--- src/common/sink_driver_defines.svh ---
// constants for the serial shift, latch and sink driver
`ifndef SINK_DRIVER_DEFINES_SVH
`define SINK_DRIVER_DEFINES_SVH
`define SSL_STAGES 12
`define SSL_BUFFER_DEPTH 2
`define SSL_SHIFT_RESET 12'h000
`define SSL_STORE_RESET 12'h000
`define SSL_SERIAL_RESET 1'h0
`define SSL_SYNC_RESET 6'h08
`define SSL_MSB_STAGE 11
`endif

--- src/common/sink_driver_pkg.sv ---
// types shared by the sink driver design files
`include "sink_driver_defines.svh"
package sink_driver_pkg;
    typedef struct packed {
        logic shift_clock;
        logic latch_clock;
        logic clear_n;
        logic output_enable_n;
        logic serial_in;
        logic over_temp;
    } pin_sample_t;

    typedef enum logic [0:0] {
        THERMAL_RUN = 1'h0,
        THERMAL_SHUTDOWN = 1'h1
    } thermal_state_t;

    typedef logic [`SSL_STAGES-1:0] stage_word_t;
endpackage

--- src/design/serial_shift_latch_sink_driver.sv ---
// shift register, storage latch and open-drain sink outputs
`timescale 1ns/10ps
`include "sink_driver_defines.svh"
//
// Overview of operation
// - twelve shift stages feed a twelve-bit storage register in parallel
// - shift clock rising edge loads serial input, advances the other stages
// - latch clock rising edge copies all shift stages into storage
// - clear low zeroes shift register, storage and output buffer
// - storage reaches the output buffer only while clear is high
// - output enable high keeps every output buffer bit low
// - output enable low lets the output buffer follow the storage register
// - buffer bit one makes its sink conduct, zero leaves it off
// - serial output shows last stage and changes only on shift clock fall or while clear is low
// - serial output comes from the final of the twelve stages
// - serial input reaches serial output a half period after its last shift
// - over-temperature forces all sinks off until the indication clears
module serial_shift_latch_sink_driver #(
    parameter int STAGES = `SSL_STAGES
) (
    input wire logic clock,
    input wire logic rst,
    input wire logic shift_clock,
    input wire logic latch_clock,
    input wire logic clear_n,
    input wire logic output_enable_n,
    input wire logic serial_in,
    input wire logic over_temp,
    output logic [STAGES-1:0] sink_out,
    output logic [STAGES-1:0] sink_oe_n,
    output logic serial_out,
    output logic shift_ready
);
    sink_driver_pkg::pin_sample_t pin_raw, pin_meta, pin_sync, pin_prev;
    sink_driver_pkg::pin_sample_t next_meta, next_sync, next_prev;
    sink_driver_pkg::thermal_state_t thermal, next_thermal;
    logic [STAGES-1:0] shift_reg, next_shift_reg;
    logic [STAGES-1:0] storage, next_storage;
    logic [STAGES-1:0] sink_on, next_sink_on;
    logic next_serial_out, next_shift_ready;
    logic shift_rise, shift_fall, latch_rise;
    logic buf_in_ready, buf_out_valid, buf_out_ready, pop;
    logic [0:0] buf_out_data;

    assign pin_raw = '{shift_clock: shift_clock, latch_clock: latch_clock,
                       clear_n: clear_n, output_enable_n: output_enable_n,
                       serial_in: serial_in, over_temp: over_temp};

    // every pin passes two flops; edges are found on the second and a third
    always_comb
    begin
        next_meta = pin_raw;
        next_sync = pin_meta;
        next_prev = pin_sync;
    end

    always_ff @(posedge clock)
    begin
        if (rst)
        begin
            pin_meta <= `SSL_SYNC_RESET;
            pin_sync <= `SSL_SYNC_RESET;
            pin_prev <= `SSL_SYNC_RESET;
        end
        else
        begin
            pin_meta <= next_meta;
            pin_sync <= next_sync;
            pin_prev <= next_prev;
        end
    end

    assign shift_rise = pin_sync.shift_clock & ~pin_prev.shift_clock;
    assign shift_fall = ~pin_sync.shift_clock & pin_prev.shift_clock;
    assign latch_rise = pin_sync.latch_clock & ~pin_prev.latch_clock;

    // a latch copy takes the stages as they stand, so a pending shift waits one cycle
    assign buf_out_ready = ~latch_rise;
    assign pop = buf_out_valid & buf_out_ready;

    pair_buffer #(
        .WIDTH(1),
        .DEPTH(`SSL_BUFFER_DEPTH)
    ) shift_events (
        .clock(clock),
        .rst(rst),
        .flush(~pin_sync.clear_n),
        .in_valid(shift_rise & pin_sync.clear_n),
        .in_data(pin_sync.serial_in),
        .in_ready(buf_in_ready),
        .out_valid(buf_out_valid),
        .out_data(buf_out_data),
        .out_ready(buf_out_ready)
    );

    always_comb
    begin
        next_thermal = thermal;
        unique case (thermal)
            sink_driver_pkg::THERMAL_RUN:
            begin
                if (pin_sync.over_temp)
                begin
                    next_thermal = sink_driver_pkg::THERMAL_SHUTDOWN;
                end
            end
            sink_driver_pkg::THERMAL_SHUTDOWN:
            begin
                // the sensor supplies the hysteresis; release follows its flag
                if (!pin_sync.over_temp)
                begin
                    next_thermal = sink_driver_pkg::THERMAL_RUN;
                end
            end
        endcase
    end

    always_comb
    begin
        next_shift_reg = shift_reg;
        next_storage = storage;
        next_serial_out = serial_out;
        if (pop)
        begin
            next_shift_reg = {shift_reg[STAGES-2:0], buf_out_data[0]};
        end
        if (latch_rise)
        begin
            next_storage = shift_reg;
        end
        if (shift_fall)
        begin
            next_serial_out = shift_reg[STAGES-1];
        end
        if (!pin_sync.clear_n)
        begin
            next_shift_reg = `SSL_SHIFT_RESET;
            next_storage = `SSL_STORE_RESET;
            next_serial_out = `SSL_SERIAL_RESET;
        end
        // the output buffer is one flop behind the synchronised pins, no extra clock edge needed
        if (!pin_sync.clear_n || pin_sync.output_enable_n
            || next_thermal == sink_driver_pkg::THERMAL_SHUTDOWN)
        begin
            next_sink_on = '0;
        end
        else
        begin
            next_sink_on = next_storage;
        end
        next_shift_ready = buf_in_ready;
    end

    always_ff @(posedge clock)
    begin
        if (rst)
        begin
            thermal <= sink_driver_pkg::THERMAL_RUN;
            shift_reg <= `SSL_SHIFT_RESET;
            storage <= `SSL_STORE_RESET;
            sink_on <= '0;
            sink_oe_n <= '1;
            sink_out <= '0;
            serial_out <= `SSL_SERIAL_RESET;
            shift_ready <= 1'b1;
        end
        else
        begin
            thermal <= next_thermal;
            shift_reg <= next_shift_reg;
            storage <= next_storage;
            sink_on <= next_sink_on;
            sink_oe_n <= ~next_sink_on;
            sink_out <= '0;
            serial_out <= next_serial_out;
            shift_ready <= next_shift_ready;
        end
    end
endmodule

--- src/design/pair_buffer.sv ---
// small valid/ready buffer with flush, storage in flip-flops
`timescale 1ns/10ps
`include "sink_driver_defines.svh"
module pair_buffer #(
    parameter int WIDTH = 1,
    parameter int DEPTH = `SSL_BUFFER_DEPTH
) (
    input wire logic clock,
    input wire logic rst,
    input wire logic flush,
    input wire logic in_valid,
    input wire logic [WIDTH-1:0] in_data,
    output logic in_ready,
    output logic out_valid,
    output logic [WIDTH-1:0] out_data,
    input wire logic out_ready
);
    localparam int PW = (DEPTH > 1) ? $clog2(DEPTH) : 1;
    localparam int CW = $clog2(DEPTH + 1);

    logic [WIDTH-1:0] slot [DEPTH];
    logic [WIDTH-1:0] next_slot [DEPTH];
    logic [PW-1:0] head, tail, next_head, next_tail;
    logic [CW-1:0] count, next_count;
    logic next_in_ready;
    logic push, pop;

    assign push = in_valid & in_ready;
    assign pop = out_valid & out_ready;
    assign out_valid = (count != '0);
    assign out_data = slot[head];

    function automatic logic [PW-1:0] bump(input logic [PW-1:0] p);
        bump = (p == PW'(DEPTH - 1)) ? '0 : PW'(p + 1'b1);
    endfunction

    always_comb
    begin
        next_slot = slot;
        next_head = head;
        next_tail = tail;
        next_count = count;
        if (push)
        begin
            next_slot[tail] = in_data;
            next_tail = bump(tail);
        end
        if (pop)
        begin
            next_head = bump(head);
        end
        next_count = CW'(count + CW'(push) - CW'(pop));
        if (flush)
        begin
            next_head = '0;
            next_tail = '0;
            next_count = '0;
        end
        // ready is registered so the source sees a clean level
        next_in_ready = (next_count != CW'(DEPTH));
    end

    always_ff @(posedge clock)
    begin
        if (rst)
        begin
            head <= '0;
            tail <= '0;
            count <= '0;
            in_ready <= 1'b1;
            for (int i = 0; i < DEPTH; i++)
            begin
                slot[i] <= '0;
            end
        end
        else
        begin
            head <= next_head;
            tail <= next_tail;
            count <= next_count;
            in_ready <= next_in_ready;
            slot <= next_slot;
        end
    end
endmodule

--- config.mk ---
export PLATFORM = sky130hd
export DESIGN_NAME = serial_shift_latch_sink_driver
export DESIGN_NICKNAME = d
export VERILOG_FILES = /design/src/common/sink_driver_pkg.sv /design/src/design/serial_shift_latch_sink_driver.sv /design/src/design/pair_buffer.sv
export VERILOG_INCLUDE_DIRS = /design/src /design/src/common
export SDC_FILE = /design/constraint.sdc
export NUM_CORES = 1
export LEC_CHECK = 0
export BUFFER_PORTS_ARGS = -buffer_cell sky130_fd_sc_hd__clkbuf_2
export CAP_MARGIN = 30
export CORE_ASPECT_RATIO = 0.8
export CORE_MARGIN = 2
export CORE_UTILIZATION = 49
export CTS_CLUSTER_DIAMETER = 30
export DETAILED_ROUTE_END_ITERATION = 10
export PLACE_DENSITY = 0.78
export SYNTH_ARGS = -nofsm -noshare
export SYNTH_HDL_FRONTEND = slang
export SYNTH_SLANG_ARGS = --single-unit
--- constraint.sdc ---
create_clock -name clock -period 1.7 [get_ports clock]
set_clock_uncertainty 0.05 [all_clocks]
set_input_delay 0.425 -clock clock [delete_from_list [all_inputs] [get_ports clock]]
set_output_delay 0.425 -clock clock [all_outputs]
set_load 0.01 [all_outputs]
==> out/summary.json, run 1 <==
{
  "run_status": {"value": "complete, but fails checks"},
  "failed_checks": {"value": "setup timing"},
  "netlist.top_cell.by_area": {"value": "sky130_fd_sc_hd__dfxtp_1"},
  "die_h": {"value": 62.58, "unit": "um"},
  "cts_buffer_depth": {"value": 2},
  "gpl.final_weighted_congestion": {"value": 0.7155},
  "drt_pre_antenna_iters": {"value": 4},
  "synth-main-ff-cell": {"value": "sky130_fd_sc_hd__dfxtp_1"},
  "clk_pin_slew_worst_paths": {"value": 0.06, "unit": "ns"},
  "total_switching_power": {"value": 872.0, "unit": "uW"},
  "switching_share": {"value": 25.13, "unit": "%"},
  "finalMaxSlewViolations": {"value": 0},
  "ys_top_cells_by_count": {"value": "sky130_fd_sc_hd__dfxtp_1 (59), sky130_fd_sc_hd__a21oi_1 (16), sky130_fd_sc_hd__nor2_1 (16)"},
  "post_synth_num_cell_types": {"value": 29},
  "cp.arrival": {"value": 1.98, "unit": "ns"},
  "synth_area": {"value": 0.002102, "unit": "mm2"},
  "power.ir.vdd_worst": {"value": 0.0009403, "unit": "V"},
  "cts_tree": {"value": "yes"},
  "final.min_clock_period": {"value": 1.819, "unit": "ns"},
  "diodes": {"value": 0},
  "antenna_found_initial": {"value": 0},
  "synth-warning-count": {"value": 0},
  "global_route.overflow_total": {"value": 0},
  "stdcell_count": {"value": 296},
  "postSynth.asyncResetShare": {"value": 0, "unit": "%"},
  "power_density": {"value": 1421, "unit": "mW/mm2"},
  "root_buffer": {"value": "sky130_fd_sc_hd__clkbuf_8"},
  "hold_path.class": {"value": "in -> reg"},
  "post_synth.cell_area_avg": {"value": 10.25, "unit": "um2"},
  "synth-adder-area-share": {"value": 1.190, "unit": "%"},
  "synth.top_cell.area_share": {"value": 56.19, "unit": "%"},
  "ys_ff_latch": {"value": 59},
  "via_count": {"value": 1389},
  "path_class": {"value": "reg -> reg"},
  "buffer_ports.inserted": {"value": 21},
  "power.share.sequential": {"value": 43.3, "unit": "%"},
  "finalCritPeriodShare": {"value": 107.0, "unit": "%"},
  "cts_hold_repair.buffers": {"value": 0},
  "synth_enable_flop_cells": {"value": 0},
  "grt_start_max_net_pins": {"value": 28},
  "route.final.wire_length": {"value": 3187, "unit": "um"},
  "postLayoutSetupSlackWorst": {"value": -0.1194, "unit": "ns"},
  "dp.final_hpwl": {"value": 2069, "unit": "um"},
  "maxCapViolCount": {"value": 0},
  "start_kind": {"value": "register"},
  "clock.fmax": {"value": 549.6, "unit": "MHz"},
  "fraction_of_final_layout_cells_with_drive_strength_greater_than_1": {"value": 23.01, "unit": "%"},
  "floorplan.die.width": {"value": 77.23, "unit": "um"},
  "synthToLayoutAreaGrowth": {"value": 16.19, "unit": "%"},
  "post_synth_xor_area_fraction": {"value": 0.8333, "unit": "%"},
  "power_report.internal_total": {"value": 2.597, "unit": "mW"},
  "initial_standard_cell_utilization_of_the_core": {"value": 50.63, "unit": "%"},
  "synth-compound-area-share": {"value": 7.500, "unit": "%"},
  "critPathCaptureType": {"value": "register"},
  "die_area": {"value": 0.004833, "unit": "mm2"},
  "dr.first_iter.drc_count": {"value": 93},
  "combinational_family_with_the_most_area_after_synthesis": {"value": "simple AND/OR/NAND/NOR gates"},
  "ys_seq_area_share": {"value": 56.19, "unit": "%"},
  "largest_fanout_on_the_critical_path": {"value": 2},
  "route.antenna.remaining_nets": {"value": 0},
  "grt.total_usage": {"value": 14.77, "unit": "%"},
  "share_comb_of_total_power": {"value": 15.8, "unit": "%"},
  "remaining_drc_errors": {"value": 0},
  "fin_setup_tns": {"value": -0.1542, "unit": "ns"},
  "coreArea": {"value": 0.004151, "unit": "mm2"},
  "cts_buffers": {"value": 9},
  "setup_viol": {"value": 2},
  "yosys-mux-area-fraction": {"value": 6.667, "unit": "%"},
  "grt_setup_unrepaired": {"value": "true"},
  "timing_hold_violations_final": {"value": 0},
  "fin_nets": {"value": 244},
  "post_drt_via_cell_ratio": {"value": 4.693},
  "syn-instance-count": {"value": 205},
  "ios": {"value": 34},
  "vias_in_the_first_global_route": {"value": 1260},
  "placement_rows": {"value": 21},
  "total_leakage_power": {"value": 1.052, "unit": "nW"},
  "cts.sinks": {"value": 59},
  "ys_top_cells_by_area": {"value": "sky130_fd_sc_hd__dfxtp_1 (56%), sky130_fd_sc_hd__mux2i_1 (6.7%), sky130_fd_sc_hd__buf_4 (4.6%), sky130_fd_sc_hd__nand2b_1 (4.2%), sky130_fd_sc_hd__a21oi_1 (3.8%)"},
  "wire_length_of_the_first_global_routing_pass": {"value": 5533, "unit": "um"},
  "synth_most_common_cell": {"value": "sky130_fd_sc_hd__dfxtp_1"},
  "fraction_of_the_core_area_covered_by_cells_at_the_end_of_the_flow": {"value": 58.83, "unit": "%"},
  "synthSimpleGateAreaFrac": {"value": 18.04, "unit": "%"},
  "insertion_delay": {"value": 0.33, "unit": "ns"},
  "crit_required": {"value": 1.86, "unit": "ns"},
  "htree_num_levels": {"value": 3},
  "clock_power_share": {"value": 40.9, "unit": "%"},
  "routedWlPerCell": {"value": 10.77, "unit": "um"},
  "placedCellCount": {"value": 279}
}
-- worst max-delay path: stages (launching register included) --
cell                      delay (ns)
sky130_fd_sc_hd__dfxtp_2        0.31
sky130_fd_sc_hd__and2b_1        0.21
sky130_fd_sc_hd__nor2_2         0.05
sky130_fd_sc_hd__ha_1           0.28
sky130_fd_sc_hd__inv_1          0.04
sky130_fd_sc_hd__ha_2           0.16
sky130_fd_sc_hd__xor2_1         0.16
sky130_fd_sc_hd__xnor2_1        0.14
sky130_fd_sc_hd__or3_1          0.30
-- through the flow --
step,total power [mW],hold WS [ns],setup WS (ns),area [um2]
6_report,3.469,0.2272,-0.1194,2442
5_1_grt,3.641,0.2185,-0.1988,2442
2_1_floorplan,1.918,0.3395,-0.06654,2143
3_5_place_dp,2.030,0.3467,-0.1638,2201
3_3_place_gp,2.006,0.3419,-0.06625,2201
4_1_cts,3.510,0.2177,-0.1210,2441
-- layout make-up --
class | count | area (um2)
fillers | 384 | 1709
inverters | 5 | 18.77
well taps | 57 | 71.32
clock buffers | 12 | 155.1
flip-flops and latches | 59 | 1182
multi-input cells | 129 | 769.5
repair buffers | 30 | 172.7
clock inverters | 4 | 72.57
-- routing by layer --
metal	global-route usage (%)	share of wire, %	vias up
met5	0	0	-
met4	5.357	1.4	0
li1	-	-	709
met2	23.59	46	35
met1	16.48	45	639
met3	8.382	6.8	6
-- power groups by stage --
stage,sequential (mW),clock [mW],combinational (mW)
6_report,1.50,1.42,0.549
5_1_grt,1.51,1.52,0.612
4_1_cts,1.50,1.46,0.552
3_5_place_dp,1.53,0,0.499
3_3_place_gp,1.53,0,0.476
2_1_floorplan,1.52,0,0.393
-- cells by family (layout without fill, tap and decap cells) --
| logic type | count (synthesis) | count (layout) |
|---|---|---|
| AND/OR/NAND/NOR | 68 | 68 |
| flip-flops | 59 | 59 |
| AO/OA/AOI/OAI | 31 | 31 |
| buffers and inverters | 28 | 51 |
| multiplexers | 14 | 14 |
| adder cells (fa/ha/maj) | 2 | 2 |
| XOR/XNOR | 2 | 2 |
| other | 1 | 12 |
-- path summary, 6_finish.rpt --
kind	depth (start not counted)	end	slack, ns	from
worst max-delay path	8	shift_events.in_ready	-0.12	pin_prev[4]
worst min-delay path	2	next_sync[3]	0.23	clear_n
worst max register to register	8	shift_events.in_ready	-0.12	pin_prev[4]
worst min register to register	1	next_prev[3]	0.38	next_sync[3]
-- layout by cell type, fill, tap and decap left out, types with 2 or more instances in the layout --
cell | Yosys | routed
sky130_fd_sc_hd__nand2_1 | 2 | 2
sky130_fd_sc_hd__bufinv_16 | 0 | 2
sky130_fd_sc_hd__inv_1 | 5 | 5
sky130_fd_sc_hd__buf_4 | 13 | 9
sky130_fd_sc_hd__conb_1 | 1 | 12
sky130_fd_sc_hd__o21ai_0 | 13 | 13
sky130_fd_sc_hd__nand2b_1 | 14 | 14
sky130_fd_sc_hd__nor2_2 | 1 | 2
sky130_fd_sc_hd__clkbuf_8 | 0 | 11
sky130_fd_sc_hd__nand3_1 | 13 | 13
sky130_fd_sc_hd__a21oi_1 | 16 | 16
sky130_fd_sc_hd__or2_2 | 4 | 4
sky130_fd_sc_hd__nor2_1 | 16 | 15
sky130_fd_sc_hd__or3_1 | 2 | 2
sky130_fd_sc_hd__mux2i_1 | 14 | 14
sky130_fd_sc_hd__clkbuf_2 | 1 | 21
sky130_fd_sc_hd__dfxtp_1 | 59 | 58
sky130_fd_sc_hd__nor2b_1 | 12 | 12
-- timing repair --
| action | 4_1_cts | 5_1_grt |
|---|---|---|
| endpoints found under the hold margin | 0 | 0 |
| gates resized for setup | 2 | 1 |
| setup buffers | 1 | 0 |
| pin swaps | 3 | 0 |
| setup endpoints to repair | 1 | 2 |
Power figures use the tool's default switching activity.
==> run 2: changes to the inputs <==
--- a/config.mk
+++ b/config.mk
@@ -9,7 +9,7 @@
 export BUFFER_PORTS_ARGS = -buffer_cell sky130_fd_sc_hd__clkbuf_2
 export CAP_MARGIN = 30
 export CORE_ASPECT_RATIO = 0.8
-export CORE_MARGIN = 2
+export CORE_MARGIN = 3
 export CORE_UTILIZATION = 49
 export CTS_CLUSTER_DIAMETER = 30
 export DETAILED_ROUTE_END_ITERATION = 10
==> run 2 against run 1 <==
The run still ends with setup timing left. Final cell count down 1.0%. Via count down 0.86%. Clock power up 7%. Non-clock buffer count down 1. Sequential cell count unchanged. Hold slack worse by 0.0014 ns. First-iteration DRC count down 15%. Critical path depth unchanged. Register-to-register slack worse by 0.04 ns. Sequential share of layout area down 0.22 points. Combinational power down 1%. Worst setup slack worse by 0.039 ns. Critical path type unchanged. Critical endpoint unchanged. Largest cell class unchanged. Highest routed layer unchanged.
==> out/summary.json, run 2 (same netlist as run 1, synthesis figures left out) <==
{
  "run_status": {"value": "complete, but fails checks"},
  "failed_checks": {"value": "setup timing"},
  "maxCapViolCount": {"value": 0, "change": "unchanged"},
  "grt.total_usage": {"value": 15.28, "unit": "%", "change": "+0.51 points"},
  "cts.sinks": {"value": 59, "change": "unchanged"},
  "grt_setup_unrepaired": {"value": "true"},
  "die_h": {"value": 64.58, "unit": "um", "change": "+3.2%"},
  "placement_rows": {"value": 20, "change": "-4.8%"},
  "initial_standard_cell_utilization_of_the_core": {"value": 53.16, "unit": "%", "change": "+2.5 points"},
  "rr_endpoint": {"value": "shift_events.in_ready"},
  "crit_required": {"value": 1.86, "unit": "ns", "change": "about the same"},
  "layout.cell_area.non_filler": {"value": 0.002454, "unit": "mm2", "change": "+0.46%"},
  "routedWlPerCell": {"value": 11.22, "unit": "um", "change": "+4.2%"},
  "cp.arrival": {"value": 2.02, "unit": "ns", "change": "+0.04 ns"},
  "finalMaxSlewViolations": {"value": 0, "change": "unchanged"},
  "cts_buffers": {"value": 9, "change": "unchanged"},
  "largest_fanout_on_the_critical_path": {"value": 2, "change": "unchanged"},
  "fraction_of_final_layout_cells_with_drive_strength_greater_than_1": {"value": 23.11, "unit": "%", "change": "+0.097 points"},
  "antenna_found_initial": {"value": 0, "change": "unchanged"},
  "cts_hold_repair.buffers": {"value": 0, "change": "unchanged"},
  "critical-path-max-stage-delay": {"value": 0.32, "unit": "ns", "change": "about the same"},
  "reg2reg_from": {"value": "pin_prev[4]"},
  "die_area": {"value": 0.005116, "unit": "mm2", "change": "+5.9%"},
  "post_drt_via_cell_ratio": {"value": 4.700, "change": "+0.15%"},
  "vias_in_the_first_global_route": {"value": 1340, "change": "+6.3%"},
  "remaining_drc_errors": {"value": 0, "change": "unchanged"},
  "insertion_delay": {"value": 0.33, "unit": "ns", "change": "about the same"},
  "hold_path_depth": {"value": 2, "change": "unchanged"},
  "via_count": {"value": 1377, "change": "-0.86%"},
  "worstHoldStart": {"value": "clear_n"},
  "p_total": {"value": 3.558, "unit": "mW", "change": "+2.6%"},
  "floorplan.die.width": {"value": 79.23, "unit": "um", "change": "+2.6%"},
  "wire_length_of_the_first_global_routing_pass": {"value": 5802, "unit": "um", "change": "+4.9%"},
  "coreArea": {"value": 0.003954, "unit": "mm2", "change": "-4.8%"},
  "cts_tree": {"value": "yes"},
  "hold_path.class": {"value": "in -> reg"},
  "route.antenna.remaining_nets": {"value": 0, "change": "unchanged"},
  "start_kind": {"value": "register"},
  "setup_viol": {"value": 1, "change": "-1"},
  "dp.final_hpwl": {"value": 2098, "unit": "um", "change": "+1.4%"},
  "sequential_cell_area": {"value": 0.001182, "unit": "mm2", "change": "unchanged"},
  "power.ir.vdd_worst": {"value": 0.0008794, "unit": "V", "change": "-6.5%"},
  "multi_input_comb_area": {"value": 777.0, "unit": "um2", "change": "+0.98%"},
  "finalCritPeriodShare": {"value": 109.3, "unit": "%", "change": "+2.3 points"},
  "global_route.overflow_total": {"value": 0, "change": "unchanged"},
  "fillerInstances": {"value": 356, "change": "-7.3%"},
  "ff2ff_path_depth": {"value": 8, "change": "unchanged"},
  "dr.first_iter.drc_count": {"value": 79, "change": "-15%"},
  "path_class": {"value": "reg -> reg"},
  "gpl.final_weighted_congestion": {"value": 0.7318, "change": "+2.3%"},
  "crit_path_top_delay_cell": {"value": "sky130_fd_sc_hd__dfxtp_2"},
  "total_leakage_power": {"value": 1.060, "unit": "nW", "change": "+0.73%"},
  "dpl-instance-area": {"value": 0.002191, "unit": "mm2", "change": "-0.45%"},
  "root_buffer": {"value": "sky130_fd_sc_hd__clkbuf_8"},
  "power_density": {"value": 1450, "unit": "mW/mm2", "change": "+2.1%"},
  "most_frequent_cells_in_the_layout": {"value": "sky130_fd_sc_hd__dfxtp_1 (58), sky130_fd_sc_hd__clkbuf_2 (21), sky130_fd_sc_hd__a21oi_1 (16)"},
  "worstPathCellList": {"value": "and2b_1 -> nor2_2 -> ha_1 -> inv_1 -> ha_2 -> xor2_2 -> xnor2_1 -> or3_1"},
  "fin_nets": {"value": 243, "change": "-0.41%"},
  "ios": {"value": 34, "change": "unchanged"},
  "reg2reg_setup_slack": {"value": -0.16, "unit": "ns", "change": "-0.04 ns"},
  "diodes": {"value": 0, "change": "unchanged"},
  "htree_num_levels": {"value": 3, "change": "unchanged"},
  "timing.hold.worst_endpoint": {"value": "next_sync[3]"},
  "timing_hold_violations_final": {"value": 0, "change": "unchanged"},
  "route.final.wire_length": {"value": 3287, "unit": "um", "change": "+3.1%"},
  "buffer_ports.inserted": {"value": 21, "change": "unchanged"},
  "drt_pre_antenna_iters": {"value": 4, "change": "unchanged"},
  "layout_commonest_cell": {"value": "sky130_fd_sc_hd__dfxtp_1"},
  "cts_buffer_depth": {"value": 2, "change": "unchanged"},
  "clock.fmax": {"value": 538.0, "unit": "MHz", "change": "-2.1%"},
  "synthToLayoutAreaGrowth": {"value": 16.73, "unit": "%"},
  "postLayoutSetupSlackWorst": {"value": -0.1587, "unit": "ns", "change": "-0.03928 ns"},
  "final.min_clock_period": {"value": 1.859, "unit": "ns", "change": "+0.03928 ns"},
  "grt_start_max_net_pins": {"value": 25, "change": "-11%"},
  "clk_pin_slew_worst_paths": {"value": 0.06, "unit": "ns", "change": "about the same"},
  "critPathCaptureType": {"value": "register"}
}
==> run 2: worst max-delay path: cells and delay by family (launching register included) <==
kind	cells	cell delay (ns)
XOR/XNOR	2	0.25
buffers and inverters	1	0.06
flip-flops	1	0.32
AND/OR/NAND/NOR	3	0.65
adder cells (fa/ha/maj)	2	0.43
==> run 2: worst max-delay path by stage <==
stage	startpoint	end	slack, ns	depth (start not counted)
3_3_place_gp	pin_prev[4]	shift_events.in_ready	-0.08	8
5_1_grt	pin_prev[4]	shift_events.in_ready	-0.24	8
2_1_floorplan	pin_prev[4]	shift_events.in_ready	-0.07	8
3_5_place_dp	pin_prev[4]	shift_events.in_ready	-0.18	8
6_report	pin_prev[4]	shift_events.in_ready	-0.16	8
4_1_cts	pin_prev[4]	shift_events.in_ready	-0.15	8
==> run 2: stage by stage <==
stage               setup slack (ns)  hold slack [ns]  setup TNS [ns]  utilization, %  instances
finish                       -0.1587           0.2258         -0.1587           62.06        293
detailed placement           -0.1780           0.3445         -0.1780           55.41        276
global placement            -0.08449           0.3453        -0.08449           55.41        276
global route                 -0.2394           0.2013         -0.3047           62.06        293
floorplan                   -0.06654           0.3395        -0.06654               -        216
CTS                          -0.1460           0.2055         -0.1460           61.61        292
==> run 2: routing by layer <==
metal / part of all wire [%] / GRT usage, % / wire length [um]
met1: 44 / 16.03 / 1451
met2: 49 / 25.42 / 1616
met3: 6.4 / 8.750 / 210
met4: 0.24 / 5.794 / 8
met5: 0 / 0 / 0
==> run 2: power by group <==
| part | switching (mW) | internal, mW | total, mW |
|---|---|---|---|
| logic | 0.316 | 0.226 | 0.542 |
| registers | 0.0436 | 1.46 | 1.50 |
| clock network | 0.507 | 1.01 | 1.52 |
==> run 2: area by class of cell <==
| cell class | count | area share (%) |
|---|---|---|
| clock inverters | 5 | 4.080 |
| repair buffers | 29 | 6.731 |
| inverters | 5 | 0.7649 |
| well taps | 55 | 2.805 |
| flip-flops and latches | 59 | 48.19 |
| multi-input cells | 129 | 31.67 |
| clock buffers | 11 | 5.762 |
==> run 2: what timing repair did <==
item | 4_1_cts | 5_1_grt
gates resized for setup | 2 | 2
buffers inserted | 0 | 1
setup endpoints to repair | 1 | 2
pin swaps | 0 | 3
